$ cat src/hdl/adcsc_map.vh
`ifndef ADCSC_MAP_VH
`define ADCSC_MAP_VH
// register offsets
`define ADCSC_AW 6
`define ADCSC_DW 16
`define ADCSC_A_CTL0 6'h00
`define ADCSC_A_CTL1 6'h01
`define ADCSC_A_CTL2 6'h02
`define ADCSC_A_CTL3 6'h03
`define ADCSC_A_CTL4 6'h04
`define ADCSC_A_CTL5 6'h05
`define ADCSC_A_STAT0 6'h06
`define ADCSC_A_CMPE 6'h08
`define ADCSC_A_CMPD 6'h09
`define ADCSC_A_CCF 6'h0b
`define ADCSC_A_RES_BASE 3'h2
// reset values
`define ADCSC_CTL1_RST 8'h07
`define ADCSC_CTL4_RST 8'h01
// control fields
`define ADCSC_F_TSRC 2:0
`define ADCSC_B_FAST_FLAG_CLEAR_ENABLE 6
`define ADCSC_B_TLVL 4
`define ADCSC_B_TPOL 3
`define ADCSC_B_TEN 2
`define ADCSC_F_SLEN 6:3
`define ADCSC_F_STIME 7:4
`define ADCSC_B_RES10 0
`define ADCSC_B_SCAN 5
`define ADCSC_F_SCH 2:0
// status fields
`define ADCSC_B_SDONE 7
`define ADCSC_B_TOVR 5
`define ADCSC_B_ROVR 4
// timing and sizes
`define ADCSC_CHANNELS 8
`define ADCSC_FULL_SEQ 4'h8
`define ADCSC_MIN_SAMPLE 4'h4
`define ADCSC_SETTLE 6
`endif

$ cat src/hdl/adcsc_sync3.v
`timescale 1ns/1ns
`default_nettype none
module adcsc_sync3 #(
  parameter W = 9
) (
  // clock and reset
  input wire mclk,
  input wire rst,
  // asynchronous levels in, filtered levels out
  input wire [W-1:0] async_in,
  output reg [W-1:0] lvl_q
);
  reg [W-1:0] s1_q;
  reg [W-1:0] s2_q;
  reg [W-1:0] s3_q;
  wire [W-1:0] agree;

  assign agree = ~(s2_q ^ s3_q);

  always @(posedge mclk) begin
    if (rst) begin
      s1_q <= {W{1'b0}};
      s2_q <= {W{1'b0}};
      s3_q <= {W{1'b0}};
      lvl_q <= {W{1'b0}};
    end else begin
      s1_q <= async_in;
      s2_q <= s1_q;
      s3_q <= s2_q;
      // a level only moves once two stages agree, so a single glitch is dropped
      lvl_q <= (s2_q & agree) | (lvl_q & ~agree);
    end
  end
endmodule
`default_nettype wire

$ cat src/hdl/adcsc_sar.v
`timescale 1ns/1ns
`default_nettype none
`include "adcsc_map.vh"
module adcsc_sar #(
  parameter SETTLE = `ADCSC_SETTLE
) (
  // clock and reset
  input wire mclk,
  input wire rst,
  // control
  input wire start,
  input wire abort,
  input wire res10,
  // comparator, already synchronised
  input wire cmp_above,
  // results
  output reg [9:0] trial_q,
  output reg done_q,
  output reg [9:0] result_q
);
  reg busy_q;
  reg [3:0] bit_q;
  reg [7:0] cnt_q;
  wire [9:0] mask;
  wire [9:0] kept;

  assign mask = 10'h001 << bit_q;
  assign kept = cmp_above ? trial_q : (trial_q & ~mask);

  always @(posedge mclk) begin
    if (rst) begin
      busy_q <= 1'b0;
      bit_q <= 4'h0;
      cnt_q <= 8'h00;
      trial_q <= 10'h000;
      done_q <= 1'b0;
      result_q <= 10'h000;
    end else if (abort) begin
      busy_q <= 1'b0;
      done_q <= 1'b0;
      trial_q <= 10'h000;
    end else begin
      done_q <= 1'b0;
      if (start && !busy_q) begin
        busy_q <= 1'b1;
        cnt_q <= 8'h00;
        bit_q <= res10 ? 4'h9 : 4'h7;
        trial_q <= res10 ? 10'h200 : 10'h080;
      end else if (busy_q) begin
        // settle must exceed the comparator synchroniser latency
        if (cnt_q == SETTLE[7:0] - 8'h01) begin
          cnt_q <= 8'h00;
          if (bit_q == 4'h0) begin
            busy_q <= 1'b0;
            done_q <= 1'b1;
            result_q <= kept;
            trial_q <= 10'h000;
          end else begin
            bit_q <= bit_q - 4'h1;
            trial_q <= kept | (mask >> 1);
          end
        end else begin
          cnt_q <= cnt_q + 8'h01;
        end
      end
    end
  end
endmodule
`default_nettype wire

$ cat src/hdl/adcsc_top.v
// Summary of operation
// - one of eight inputs routed to sampler
// - resolution selectable, 8 or 10 bits
// - successive approximation, one bit per step
// - engine powered only while sampling or converting
// - input connected in sample, released in hold
// - trigger source resets to channel 7
// - sequence done sets per completed sequence
// - done clears: write one, start, fast read
// - extra trigger edge while busy flags overrun in edge mode
// - result overwritten before read flags overrun
// - control writes abort, clearing both overruns
// - overruns clear by write one or start
// - status writes leave counter bits untouched
// - status at offset 0x6, always readable
`timescale 1ns/1ns
`default_nettype none
`include "adcsc_map.vh"
module adcsc_top #(
  parameter SETTLE = `ADCSC_SETTLE
) (
  // clock and reset
  input wire mclk,
  input wire rst,
  // register port
  input wire [`ADCSC_AW-1:0] addr,
  input wire [`ADCSC_DW-1:0] wr_data,
  input wire wr_en,
  input wire rd_en,
  output reg [`ADCSC_DW-1:0] rd_data_q,
  // analog front end
  input wire [`ADCSC_CHANNELS-1:0] ext_in,
  input wire cmp_above,
  output reg [2:0] mux_sel_q,
  output reg sample_en_q,
  output reg power_on_q,
  output wire [9:0] dac_code_q
);
  localparam ST_IDLE = 3'h0;
  localparam ST_WAIT = 3'h1;
  localparam ST_SAMPLE = 3'h2;
  localparam ST_CONV = 3'h3;

  function is_result;
    input [`ADCSC_AW-1:0] a;
    begin
      is_result = (a[5:3] == `ADCSC_A_RES_BASE);
    end
  endfunction

  // every write that reconfigures the converter aborts a running sequence
  function is_abort;
    input [`ADCSC_AW-1:0] a;
    begin
      is_abort = (a == `ADCSC_A_CTL0) || (a == `ADCSC_A_CTL1) || (a == `ADCSC_A_CTL2) ||
                 (a == `ADCSC_A_CTL3) || (a == `ADCSC_A_CTL4) || (a == `ADCSC_A_CMPE) ||
                 (a == `ADCSC_A_CMPD);
    end
  endfunction

  // control registers
  reg [7:0] ctl0_q;
  reg [7:0] trigger_source_control_q;
  reg [7:0] ctl2_q;
  reg [7:0] ctl3_q;
  reg [7:0] ctl4_q;
  reg [7:0] sequence_start_control_q;
  reg [7:0] compare_enable_register_q;
  reg [7:0] compare_direction_register_q;
  // status
  reg sequence_done_flag_q;
  reg trigger_overrun_flag_q;
  reg result_overrun_flag_q;
  reg [3:0] conv_cnt_q;
  reg [7:0] conversion_complete_flag_q;
  reg [9:0] res_mem [0:`ADCSC_CHANNELS-1];
  // sequencer
  reg [2:0] state_q;
  reg [2:0] state_d;
  reg [4:0] samp_cnt_q;
  reg trig_prev_q;

  wire [8:0] sync_lvl;
  wire sar_done;
  wire [9:0] sar_result;

  wire wr_abort = wr_en && is_abort(addr);
  wire wr_start = wr_en && (addr == `ADCSC_A_CTL5);
  wire wr_stat = wr_en && (addr == `ADCSC_A_STAT0);
  wire wr_ccf = wr_en && (addr == `ADCSC_A_CCF);
  wire fast_flag_clear_enable = ctl2_q[`ADCSC_B_FAST_FLAG_CLEAR_ENABLE];
  wire rd_res = rd_en && is_result(addr);
  wire [2:0] rd_idx = addr[2:0];

  wire trig_en = ctl2_q[`ADCSC_B_TEN];
  wire trigger_level_select = ctl2_q[`ADCSC_B_TLVL];
  wire trig_pol = ctl2_q[`ADCSC_B_TPOL];
  wire scan = sequence_start_control_q[`ADCSC_B_SCAN];
  wire res10 = ctl4_q[`ADCSC_B_RES10];
  wire [4:0] samp_len = {1'b0, `ADCSC_MIN_SAMPLE} + {1'b0, ctl4_q[`ADCSC_F_STIME]};
  wire [3:0] seq_len = (ctl3_q[`ADCSC_F_SLEN] == 4'h0) ? `ADCSC_FULL_SEQ : ctl3_q[`ADCSC_F_SLEN];

  // trigger source picked after synchronisation of every candidate input
  wire trig_raw = sync_lvl[trigger_source_control_q[`ADCSC_F_TSRC]];
  wire trig_act = trig_pol ? trig_raw : ~trig_raw;
  wire trig_edge = trig_act & ~trig_prev_q;
  wire trig_go = trigger_level_select ? trig_act : trig_edge;
  wire busy = (state_q == ST_SAMPLE) || (state_q == ST_CONV);
  wire trig_ovr_ev = trig_en && !trigger_level_select && trig_edge && busy;

  wire sar_start = (state_q == ST_SAMPLE) && (samp_cnt_q == samp_len);
  wire conv_done = (state_q == ST_CONV) && sar_done;
  wire seq_last = (conv_cnt_q + 4'h1) == seq_len;
  wire [2:0] res_idx = conv_cnt_q[2:0];
  wire res_ovr_ev = conv_done && conversion_complete_flag_q[res_idx];
  wire seq_done_ev = conv_done && seq_last;

  // per-slot complete flags: set by a stored result, cleared by write one, fast read or start
  wire [`ADCSC_CHANNELS-1:0] wr_slot_hot = 8'h01 << res_idx;
  wire [`ADCSC_CHANNELS-1:0] rd_slot_hot = 8'h01 << rd_idx;
  wire [`ADCSC_CHANNELS-1:0] ccf_set;
  wire [`ADCSC_CHANNELS-1:0] ccf_clr;
  genvar g;
  generate
    for (g = 0; g < `ADCSC_CHANNELS; g = g + 1) begin : g_ccf
      assign ccf_set[g] = conv_done & wr_slot_hot[g];
      assign ccf_clr[g] = (wr_ccf & wr_data[g]) | (rd_res & fast_flag_clear_enable & rd_slot_hot[g]) | wr_start;
    end
  endgenerate

  adcsc_sync3 #(
    .W(9)
  ) u_sync (
    .mclk(mclk),
    .rst(rst),
    .async_in({cmp_above, ext_in}),
    .lvl_q(sync_lvl)
  );

  adcsc_sar #(
    .SETTLE(SETTLE)
  ) u_sar (
    .mclk(mclk),
    .rst(rst),
    .start(sar_start),
    .abort(wr_abort | wr_start),
    .res10(res10),
    .cmp_above(sync_lvl[8]),
    .trial_q(dac_code_q),
    .done_q(sar_done),
    .result_q(sar_result)
  );

  // sequencer next state
  always @* begin
    state_d = state_q;
    if (wr_abort) begin
      state_d = ST_IDLE;
    end else if (wr_start) begin
      state_d = trig_en ? ST_WAIT : ST_SAMPLE;
    end else begin
      case (state_q)
        ST_WAIT: begin
          if (trig_go) begin
            state_d = ST_SAMPLE;
          end
        end
        ST_SAMPLE: begin
          if (sar_start) begin
            state_d = ST_CONV;
          end
        end
        ST_CONV: begin
          if (conv_done) begin
            if (seq_last && !scan) begin
              state_d = ST_IDLE;
            end else if (trig_en && trigger_level_select) begin
              // level mode only starts each conversion while the trigger is active
              state_d = ST_WAIT;
            end else begin
              state_d = ST_SAMPLE;
            end
          end
        end
        ST_IDLE: begin
          state_d = ST_IDLE;
        end
        default: begin
          state_d = ST_IDLE;
        end
      endcase
    end
  end

  always @(posedge mclk) begin
    if (rst) begin
      state_q <= ST_IDLE;
      samp_cnt_q <= 5'h00;
      mux_sel_q <= 3'h0;
      sample_en_q <= 1'b0;
      power_on_q <= 1'b0;
    end else begin
      state_q <= state_d;
      power_on_q <= (state_d == ST_SAMPLE) || (state_d == ST_CONV);
      sample_en_q <= (state_d == ST_SAMPLE);
      if (state_q == ST_SAMPLE && state_d == ST_SAMPLE) begin
        samp_cnt_q <= samp_cnt_q + 5'h01;
      end else begin
        samp_cnt_q <= 5'h00;
      end
      if (wr_start) begin
        mux_sel_q <= wr_data[`ADCSC_F_SCH];
      end else if (conv_done) begin
        mux_sel_q <= seq_last ? sequence_start_control_q[`ADCSC_F_SCH] : mux_sel_q + 3'h1;
      end
    end
  end

  // starts at the active level that the idle pin shows out of reset, so no false edge follows reset
  always @(posedge mclk) begin
    if (rst) begin
      trig_prev_q <= 1'b1;
    end else begin
      trig_prev_q <= trig_act;
    end
  end

  // software registers
  always @(posedge mclk) begin
    if (rst) begin
      ctl0_q <= 8'h00;
      trigger_source_control_q <= `ADCSC_CTL1_RST;
      ctl2_q <= 8'h00;
      ctl3_q <= 8'h00;
      ctl4_q <= `ADCSC_CTL4_RST;
      sequence_start_control_q <= 8'h00;
      compare_enable_register_q <= 8'h00;
      compare_direction_register_q <= 8'h00;
    end else if (wr_en) begin
      case (addr)
        `ADCSC_A_CTL0: ctl0_q <= wr_data[7:0];
        `ADCSC_A_CTL1: trigger_source_control_q <= wr_data[7:0];
        `ADCSC_A_CTL2: ctl2_q <= wr_data[7:0];
        `ADCSC_A_CTL3: ctl3_q <= wr_data[7:0];
        `ADCSC_A_CTL4: ctl4_q <= wr_data[7:0];
        `ADCSC_A_CTL5: sequence_start_control_q <= wr_data[7:0];
        `ADCSC_A_CMPE: compare_enable_register_q <= wr_data[7:0];
        `ADCSC_A_CMPD: compare_direction_register_q <= wr_data[7:0];
        default: begin
        end
      endcase
    end
  end

  // flags: a hardware set in the same cycle as a clear always wins
  always @(posedge mclk) begin
    if (rst) begin
      sequence_done_flag_q <= 1'b0;
      trigger_overrun_flag_q <= 1'b0;
      result_overrun_flag_q <= 1'b0;
      conversion_complete_flag_q <= 8'h00;
    end else begin
      sequence_done_flag_q <= seq_done_ev | (sequence_done_flag_q & ~((wr_stat & wr_data[`ADCSC_B_SDONE]) |
                              wr_start | (rd_res & fast_flag_clear_enable)));
      trigger_overrun_flag_q <= trig_ovr_ev | (trigger_overrun_flag_q & ~((wr_stat & wr_data[`ADCSC_B_TOVR]) |
                                wr_start | wr_abort));
      result_overrun_flag_q <= res_ovr_ev | (result_overrun_flag_q & ~((wr_stat & wr_data[`ADCSC_B_ROVR]) |
                               wr_start | wr_abort));
      conversion_complete_flag_q <= ccf_set | (conversion_complete_flag_q & ~ccf_clr);
    end
  end

  // counter: status writes never reach it
  always @(posedge mclk) begin
    if (rst) begin
      conv_cnt_q <= 4'h0;
    end else if (wr_start) begin
      conv_cnt_q <= 4'h0;
    end else if (conv_done) begin
      conv_cnt_q <= seq_last ? 4'h0 : conv_cnt_q + 4'h1;
    end
  end

  // result store; no reset, contents are only meaningful with their flag
  always @(posedge mclk) begin
    if (conv_done) begin
      res_mem[res_idx] <= sar_result;
    end
  end

  // read data live for exactly one cycle after the strobe
  always @(posedge mclk) begin
    if (rst) begin
      rd_data_q <= 16'h0000;
    end else if (!rd_en) begin
      rd_data_q <= 16'h0000;
    end else if (is_result(addr)) begin
      rd_data_q <= {6'h00, res_mem[rd_idx]};
    end else begin
      case (addr)
        `ADCSC_A_CTL0: rd_data_q <= {8'h00, ctl0_q};
        `ADCSC_A_CTL1: rd_data_q <= {8'h00, trigger_source_control_q};
        `ADCSC_A_CTL2: rd_data_q <= {8'h00, ctl2_q};
        `ADCSC_A_CTL3: rd_data_q <= {8'h00, ctl3_q};
        `ADCSC_A_CTL4: rd_data_q <= {8'h00, ctl4_q};
        `ADCSC_A_CTL5: rd_data_q <= {8'h00, sequence_start_control_q};
        `ADCSC_A_STAT0: rd_data_q <= {8'h00, sequence_done_flag_q, 1'b0, trigger_overrun_flag_q,
                                      result_overrun_flag_q, conv_cnt_q};
        `ADCSC_A_CMPE: rd_data_q <= {8'h00, compare_enable_register_q};
        `ADCSC_A_CMPD: rd_data_q <= {8'h00, compare_direction_register_q};
        `ADCSC_A_CCF: rd_data_q <= {8'h00, conversion_complete_flag_q};
        default: rd_data_q <= 16'h0000;
      endcase
    end
  end
endmodule
`default_nettype wire

$ cat config.mk
export PLATFORM = sky130hd
export DESIGN_NAME = adcsc_top
export DESIGN_NICKNAME = d
export VERILOG_FILES = /design/src/hdl/adcsc_sync3.v /design/src/hdl/adcsc_sar.v /design/src/hdl/adcsc_top.v
export VERILOG_INCLUDE_DIRS = /design/src /design/src/hdl
export SDC_FILE = /design/constraint.sdc
export NUM_CORES = 1
export LEC_CHECK = 0
export CAP_MARGIN = 10
export CORE_ASPECT_RATIO = 0.7
export CORE_UTILIZATION = 41
export CTS_BUF_LIST = sky130_fd_sc_hd__clkbuf_16
export CTS_CLUSTER_SIZE = 20
export DETAILED_ROUTE_END_ITERATION = 8
export DONT_BUFFER_PORTS = 1
export PLACE_DENSITY = 0.57
export SKIP_CTS_REPAIR_TIMING = 1
export SKIP_LAST_GASP = 1
export SLEW_MARGIN = 20
export SYNTH_ARGS = -nofsm -noshare
export SYNTH_HDL_FRONTEND = slang
export SYNTH_SLANG_ARGS = --single-unit
$ cat constraint.sdc
create_clock -name mclk -period 2.8 [get_ports mclk]
set_input_delay 0.56 -clock mclk [delete_from_list [all_inputs] [get_ports mclk]]
set_output_delay 0.56 -clock mclk [all_outputs]
set_load 0.02 [all_outputs]
=== Yosys cells after proc, flatten, opt, wreduce, memory -nomap -nowiden ===
Memories as Yosys holds them, arrays and structs flattened.
Index checks and enable logic that the tools add are counted.

* Add/subtract/negate cells: 6
* Magnitude comparators: 2
* Equal/unequal tests: 19
* Shift-type cells: 3
* Muxes and demuxes: 43
* Bitwise gates (word level): 81
* Reduce and logical (&&, ||, !) cells: 51

{| class="wikitable"
|+ Operators by type and width
! cell !! number
|-
| $pmux W8 S10 || 1
|-
| $mux W10 || 7
|-
| $and A1 B1 Y1 || 32
|-
| $mux W4 || 7
|-
| $or A1 B1 Y1 || 26
|-
| $mux W3 || 8
|-
| $mux W8 || 3
|-
| $reduce_and A2 Y1 || 10
|-
| $and A9 B9 Y9 || 2
|-
| $eq A6 B3 Y1 const B || 3
|-
| $eq A6 B4 Y1 const B || 3
|-
| $not A9 Y9 || 2
|-
| $logic_and A1 B1 Y1 || 16
|-
| $shl A1 B3 Y8 const A || 2
|-
| $eq A3 B2 Y1 const B || 5
|-
| $eq A6 B2 Y1 const B || 2
|-
| $mux W1 || 11
|-
| $not A1 Y1 || 11
|-
| $and A10 B10 Y10 || 1
|-
| $not A10 Y10 || 1
|-
| $or A10 B9 Y10 || 1
|-
| $shl A1 B4 Y10 const A || 1
|-
| $or A9 B9 Y9 || 1
|-
| $pmux W3 S3 || 1
|-
| other kinds (30) || 48
|}

* Flip-flop bits (word level): 179
* RAM bits: 80
* Output and inout port bits: 31
* Logic and storage cells: 237
* Memories: 1

{| class="wikitable"
|+ Memory list
! name !! words !! bits a word !! rd ports !! clocked after memory_dff !! wr ports !! RTL line !! source
|-
| res_mem || 8 || 10 || 1 || 0 || 1 || adcsc_top.v:76 || <nowiki>reg [9:0] res_mem [0:`ADCSC_CHANNELS-1];</nowiki>
|}

=== Logic depth before layout (Yosys ltp) ===
* Word-level depth: 14
* Mapped depth: 9
* Gate-level depth less buffers: 8

=== Modules after synthesis ===
Synthesis repeated with hierarchy kept, for this count alone.

* Cell total of the unflattened synthesis: 1023
* Area total of the unflattened synthesis: 11095.6 µm²

{| class="wikitable"
|+ By module, submodules not included
! module !! instances !! cells an instance !! area each (µm²) !! seq. area each (µm²)
|-
| adcsc_top || 1 || 701 || 8152.8 || 4464.3
|-
| adcsc_sar || 1 || 229 || 1880.6 || 680.7
|-
| adcsc_sync3 || 1 || 93 || 1062.3 || 720.7
|}

=== Least setup slack after synthesis ===
No wires, ideal clock.

* Kind: reg-to-reg
* Start: register state_q[0]
* End: memory res_mem[4][0], enable pin
* Setup time: 390 ps
* Arrival: 1995 ps
* Slack: 415 ps
* Cell stages (with the launch flop): 6
* Path buffers: 1
* Cells stage by stage: dfxtp_1 -> nor2b_1 -> and3_1 -> clkbuf_1 -> nand2_1 -> nor3_1

* Word-level cells in the longest chain between the ends: 4

{| class="wikitable"
|+ RTL lines
! element !! RTL line !! source
|-
| start: declaration || adcsc_top.v:78 || <nowiki>reg [2:0] state_q;</nowiki>
|-
| start signal: assignment || adcsc_top.v:203 || <nowiki>state_q <= state_d;</nowiki>
|-
| $eq A3 B2 Y1 || adcsc_top.v:112 || <nowiki>wire conv_done = (state_q == ST_CONV) && sar_done;</nowiki>
|-
| $logic_and A1 B1 Y1 || adcsc_top.v:112 ||
|-
| $mux W1 || adcsc_top.v:286 || <nowiki>if (conv_done) begin</nowiki>
|-
| $mux W1 (implied by the code) || adcsc_top.v:287 || <nowiki>res_mem[res_idx] <= sar_result;</nowiki>
|-
| end: declaration || adcsc_top.v:76 ||
|}

No other way between the ends.

=== Final worst setup path ===
* Start: register conv_cnt_q[0]
* End: register samp_cnt_q[1]

* Word-level cells in the longest chain between the ends: 12

{| class="wikitable"
|+ RTL lines
! element !! RTL line !! source
|-
| start: declaration || adcsc_top.v:74 || <nowiki>reg [3:0] conv_cnt_q;</nowiki>
|-
| start signal: assignment || adcsc_top.v:280 || <nowiki>conv_cnt_q <= seq_last ? 4'h0 : conv_cnt_q + 4'h1;</nowiki>
|-
| $add A4 B1 Y4 || adcsc_top.v:113 || <nowiki>wire seq_last = (conv_cnt_q + 4'h1) == seq_len;</nowiki>
|-
| $eq A4 B4 Y1 || adcsc_top.v:113 ||
|-
| $logic_and A1 B1 Y1 || adcsc_top.v:175 || <nowiki>if (seq_last && !scan) begin</nowiki>
|-
| $mux W2 || adcsc_top.v:175 ||
|-
| $mux W3 || adcsc_top.v:174 || <nowiki>if (conv_done) begin</nowiki>
|-
| $pmux W3 S3 || adcsc_top.v:162 || <nowiki>case (state_q)</nowiki>
|-
| $mux W3 || adcsc_top.v:159 || <nowiki>end else if (wr_start) begin</nowiki>
|-
| $mux W3 || adcsc_top.v:157 || <nowiki>if (wr_abort) begin</nowiki>
|-
| $eq A3 B2 Y1 || adcsc_top.v:206 || <nowiki>if (state_q == ST_SAMPLE && state_d == ST_SAMPLE) begin</nowiki>
|-
| $logic_and A1 B1 Y1 || adcsc_top.v:206 ||
|-
| $not A1 Y1 (no source line) || -- ||
|-
| $reduce_or A2 Y1 (no source line) || -- ||
|-
| end signal: assignment || adcsc_top.v:207 || <nowiki>samp_cnt_q <= samp_cnt_q + 5'h01;</nowiki>
|-
| end: declaration || adcsc_top.v:80 || <nowiki>reg [4:0] samp_cnt_q;</nowiki>
|}

No other way between the ends.
A chain may end at the register's enable or synchronous reset.

==> flow_metrics.env <==
export IMPL_yosys_area_share_simple_pct=18.4
export IMPL_post_route_drc_count=0
export IMPL_place_inst=1347
export IMPL_cts_buffers=25
export IMPL_area_growth_pct=11.2
export IMPL_drtAntennaViolNets=0
export IMPL_antenna_found_initial=0
export IMPL_end_kind="flop"
export IMPL_die_y_um=137
export IMPL_grt_max_degree=126
export IMPL_post_route_period_util_pct=89.4
export IMPL_hold_class="input pin to flop"
export IMPL_synth_area_sq_um=10700
export IMPL_postSynthAreaPerCell_sq_um=10.2
export IMPL_cp_required_ns=3.24
export IMPL_cts_tree="done"
export IMPL_async_flop_share_pct=0
export IMPL_gp_congestion=0.916
export IMPL_slew_headroom_pct=49.9
export IMPL_cp_start_kind="flop"
export IMPL_num_rows=49
export IMPL_die_x_um=195
export IMPL_cts_path_max_buffers=3
export IMPL_ys_flop_type="dfxtp_1"
export IMPL_synth_edf_count=80
export IMPL_final_cells=1390
export IMPL_via_count=7993
export IMPL_worst_slew_pin_slew_ns=0.752
export IMPL_arrival_ns=2.94
export IMPL_power_density_nw_per_um2=612
export IMPL_dr_pass1_iters=6
export IMPL_drt_initial_drc_count=826
export IMPL_grt_overflow=0
export IMPL_power_leakage_nw=4.09
export IMPL_vdd_ir_drop_max_mv=0.352
export IMPL_muxShareOfSynthArea_pct=6.74
export IMPL_fin_util_pct=46.4
export IMPL_setup_viol=0
export IMPL_core_sq_um=25600
export IMPL_hpwlAfterDp_um=19200
export IMPL_cp_max_fo=8
export IMPL_yosysWarnings=0
export IMPL_synth_top_family_by_area="simple AND/OR/NAND/NOR gates"
export IMPL_status="finished, final reports clean"
export IMPL_num_io_pins=66
export IMPL_numPortBuffers=0
export IMPL_reg2reg_slack_ns=0.30
export IMPL_h_tree_depth=1
export IMPL_post_synth_fa_ha_maj_area_fraction_pct=1.97
export IMPL_antenna_diode_count=0
export IMPL_rsz0062_at_grt="false"
export IMPL_synth_xor_area_share_pct=1.64
export IMPL_fmax_mhz=400
export IMPL_cts_sinks=253
export IMPL_path_class="flop to flop"
export IMPL_synth_compound_area_share_pct=12.8
export IMPL_syn_inst=1049
export IMPL_cap_viol_max_count=0
export IMPL_groute_usage_overall_pct=21.1
export IMPL_finalCriticalPeriod_ns=2.50
export IMPL_grt_pass1_vias=7251
export IMPL_drv_slew=0
export IMPL_tns_ns=0
export IMPL_start_util_pct=41.7
export IMPL_wl_um=28000
export IMPL_grt_pass1_wl_um=43200
export IMPL_cts_root_buf="clkbuf_16"
export IMPL_cts_clk_slew_worst_paths_ns=0.06
export IMPL_layout_nets=1094
export IMPL_wl_per_cell_um=20.1
export IMPL_drive_above_1_share_pct=10.7
export IMPL_viasPerCell=5.75
export IMPL_clkLatencyLatePin_ns=0.53
export IMPL_final_setup_skew_ns=0.0130
export IMPL_ys_ff_latch=253
export IMPL_synthDistinctLibCells=64
export IMPL_hold_viol=0
export IMPL_die_area_sq_um=26700
export IMPL_yosysSeqAreaShare_pct=54.9
[final cells by class]
| cell class | instances | area, sq um |
|---|---|---|
| fillers | 2426 | 13700 |
| multi-input cells | 715 | 4480 |
| repair buffers | 36 | 283 |
| clock inverters | 18 | 179 |
| clock buffers | 25 | 626 |
| inverters | 12 | 45.0 |
| flip-flops and latches | 253 | 5870 |
| well taps | 331 | 414 |
[cell usage after synthesis (4+ instances only)]
master	n	area share, %
a21oi_1	120	5.6
a221oi_1	8	0.66
a222oi_1	10	0.94
a22o_1	12	0.98
a22oi_1	5	0.35
a31oi_1	4	0.23
a32oi_1	8	0.66
a41oi_1	8	0.66
and2_1	4	0.23
and3_1	5	0.29
buf_2	11	0.51
buf_4	6	0.42
clkbuf_1	54	1.9
dfxtp_1	173	32
edfxtp_1	80	22
ha_1	16	1.9
inv_1	10	0.35
mux2_2	8	0.84
mux2i_1	9	0.84
mux4_2	24	5.1
nand2_1	153	5.4
nand2b_1	7	0.41
nand3_1	91	4.3
nand4_1	4	0.23
nor2_1	66	2.3
nor2b_1	34	2.0
nor3_1	17	0.80
nor3b_1	5	0.35
nor4_1	5	0.29
o21ai_0	17	0.80
o21ai_1	4	0.19
xnor2_1	9	0.74
xor2_1	11	0.90
[worst paths after layout]
check,startpoint,end,cells past startpoint
setup / recovery,conv_cnt_q[0],samp_cnt_q[1],7
hold / removal,rst,u_sync.s1_q[8],1
setup reg to reg,conv_cnt_q[0],samp_cnt_q[1],7
hold reg to reg,u_sync.s1_q[1],u_sync.s2_q[1],1
[where the power goes]
group,internal (mW),switching (mW),leakage (nW)
registers,3.78,0.0156,2.31
clock network,1.97,1.39,0.409
logic,0.0509,0.0670,1.37
[sequential cells by signal (all words and copies together), names as in the netlist, 9 cells and up, named ones only]
name	count
u_sar.trial_q	10
res_mem	80
u_sync.s2_q	9
u_sar.result_q	10
u_sync.s3_q	9
u_sync.s1_q	9
rd_data_q	10
[metrics by stage]
stage / setup slack (ns) / area (sq um) / hold slack [ns] / total power, mW
after floorplan: 0.415 / 10700 / 0.414 / 4.03
after global placement: 0.388 / 11100 / 0.424 / 3.99
after detailed placement: 0.349 / 11100 / 0.429 / 3.99
after CTS: 0.337 / 11900 / 0.0803 / 7.36
after global routing: 0.124 / 11900 / 0.0772 / 7.52
final: 0.298 / 11900 / 0.101 / 7.28
[layer usage]
metal	routed length (um)	part of all wire, %	GRT usage (%)	vias up
met4	594	2.1	5.12	0
met2	10900	39	28.7	309
li1	-	-	-	3783
met1	13900	50	32.6	3860
met5	0	0	0	-
met3	2570	9.2	5.67	41
[logic make-up (layout without fill, tap and decap cells)]
group	after synthesis	count (layout)
AOI/OAI and AO/OA	218	218
xor gates and xnor gates	20	20
buffers and inverters	87	91
and+or+nand+nor	412	412
adders and majority gates	17	17
other	1	7
DFF	253	253
muxes	41	41
[cells in the final DEF (no fill, tap or decap), types with 4 or more instances in the layout]
cell type,netlist,final
a21oi_1,120,120
a221oi_1,8,8
a222oi_1,10,10
a22o_1,12,12
a22oi_1,5,5
a31oi_1,4,4
a32oi_1,8,8
a41oi_1,8,8
and2_1,4,4
and3_1,5,5
buf_4,6,35
bufinv_16,0,4
clkbuf_16,0,25
clkinv_1,2,8
conb_1,1,7
dfxtp_1,173,173
edfxtp_1,80,80
ha_1,16,16
inv_1,10,15
mux2_2,8,8
mux2i_1,9,9
mux4_2,24,24
nand2_1,153,153
nand2b_1,7,7
nand3_1,91,91
nand4_1,4,4
nor2_1,66,66
nor2b_1,34,34
nor3_1,17,15
nor3_2,3,5
nor3b_1,5,5
nor4_1,5,5
o21ai_0,17,17
o21ai_1,4,4
xnor2_1,9,9
xor2_1,11,11
[critical path: stages, from the launching register on]
cell and delay, ns:
dfxtp_1 0.51, inv_1 0.17, ha_1 0.36, xor2_1 0.17
nor4_1 0.46, a21oi_1 0.14, o31a_1 0.38, nor3b_1 0.23
Note: power is estimated with default switching activity, not from simulation.
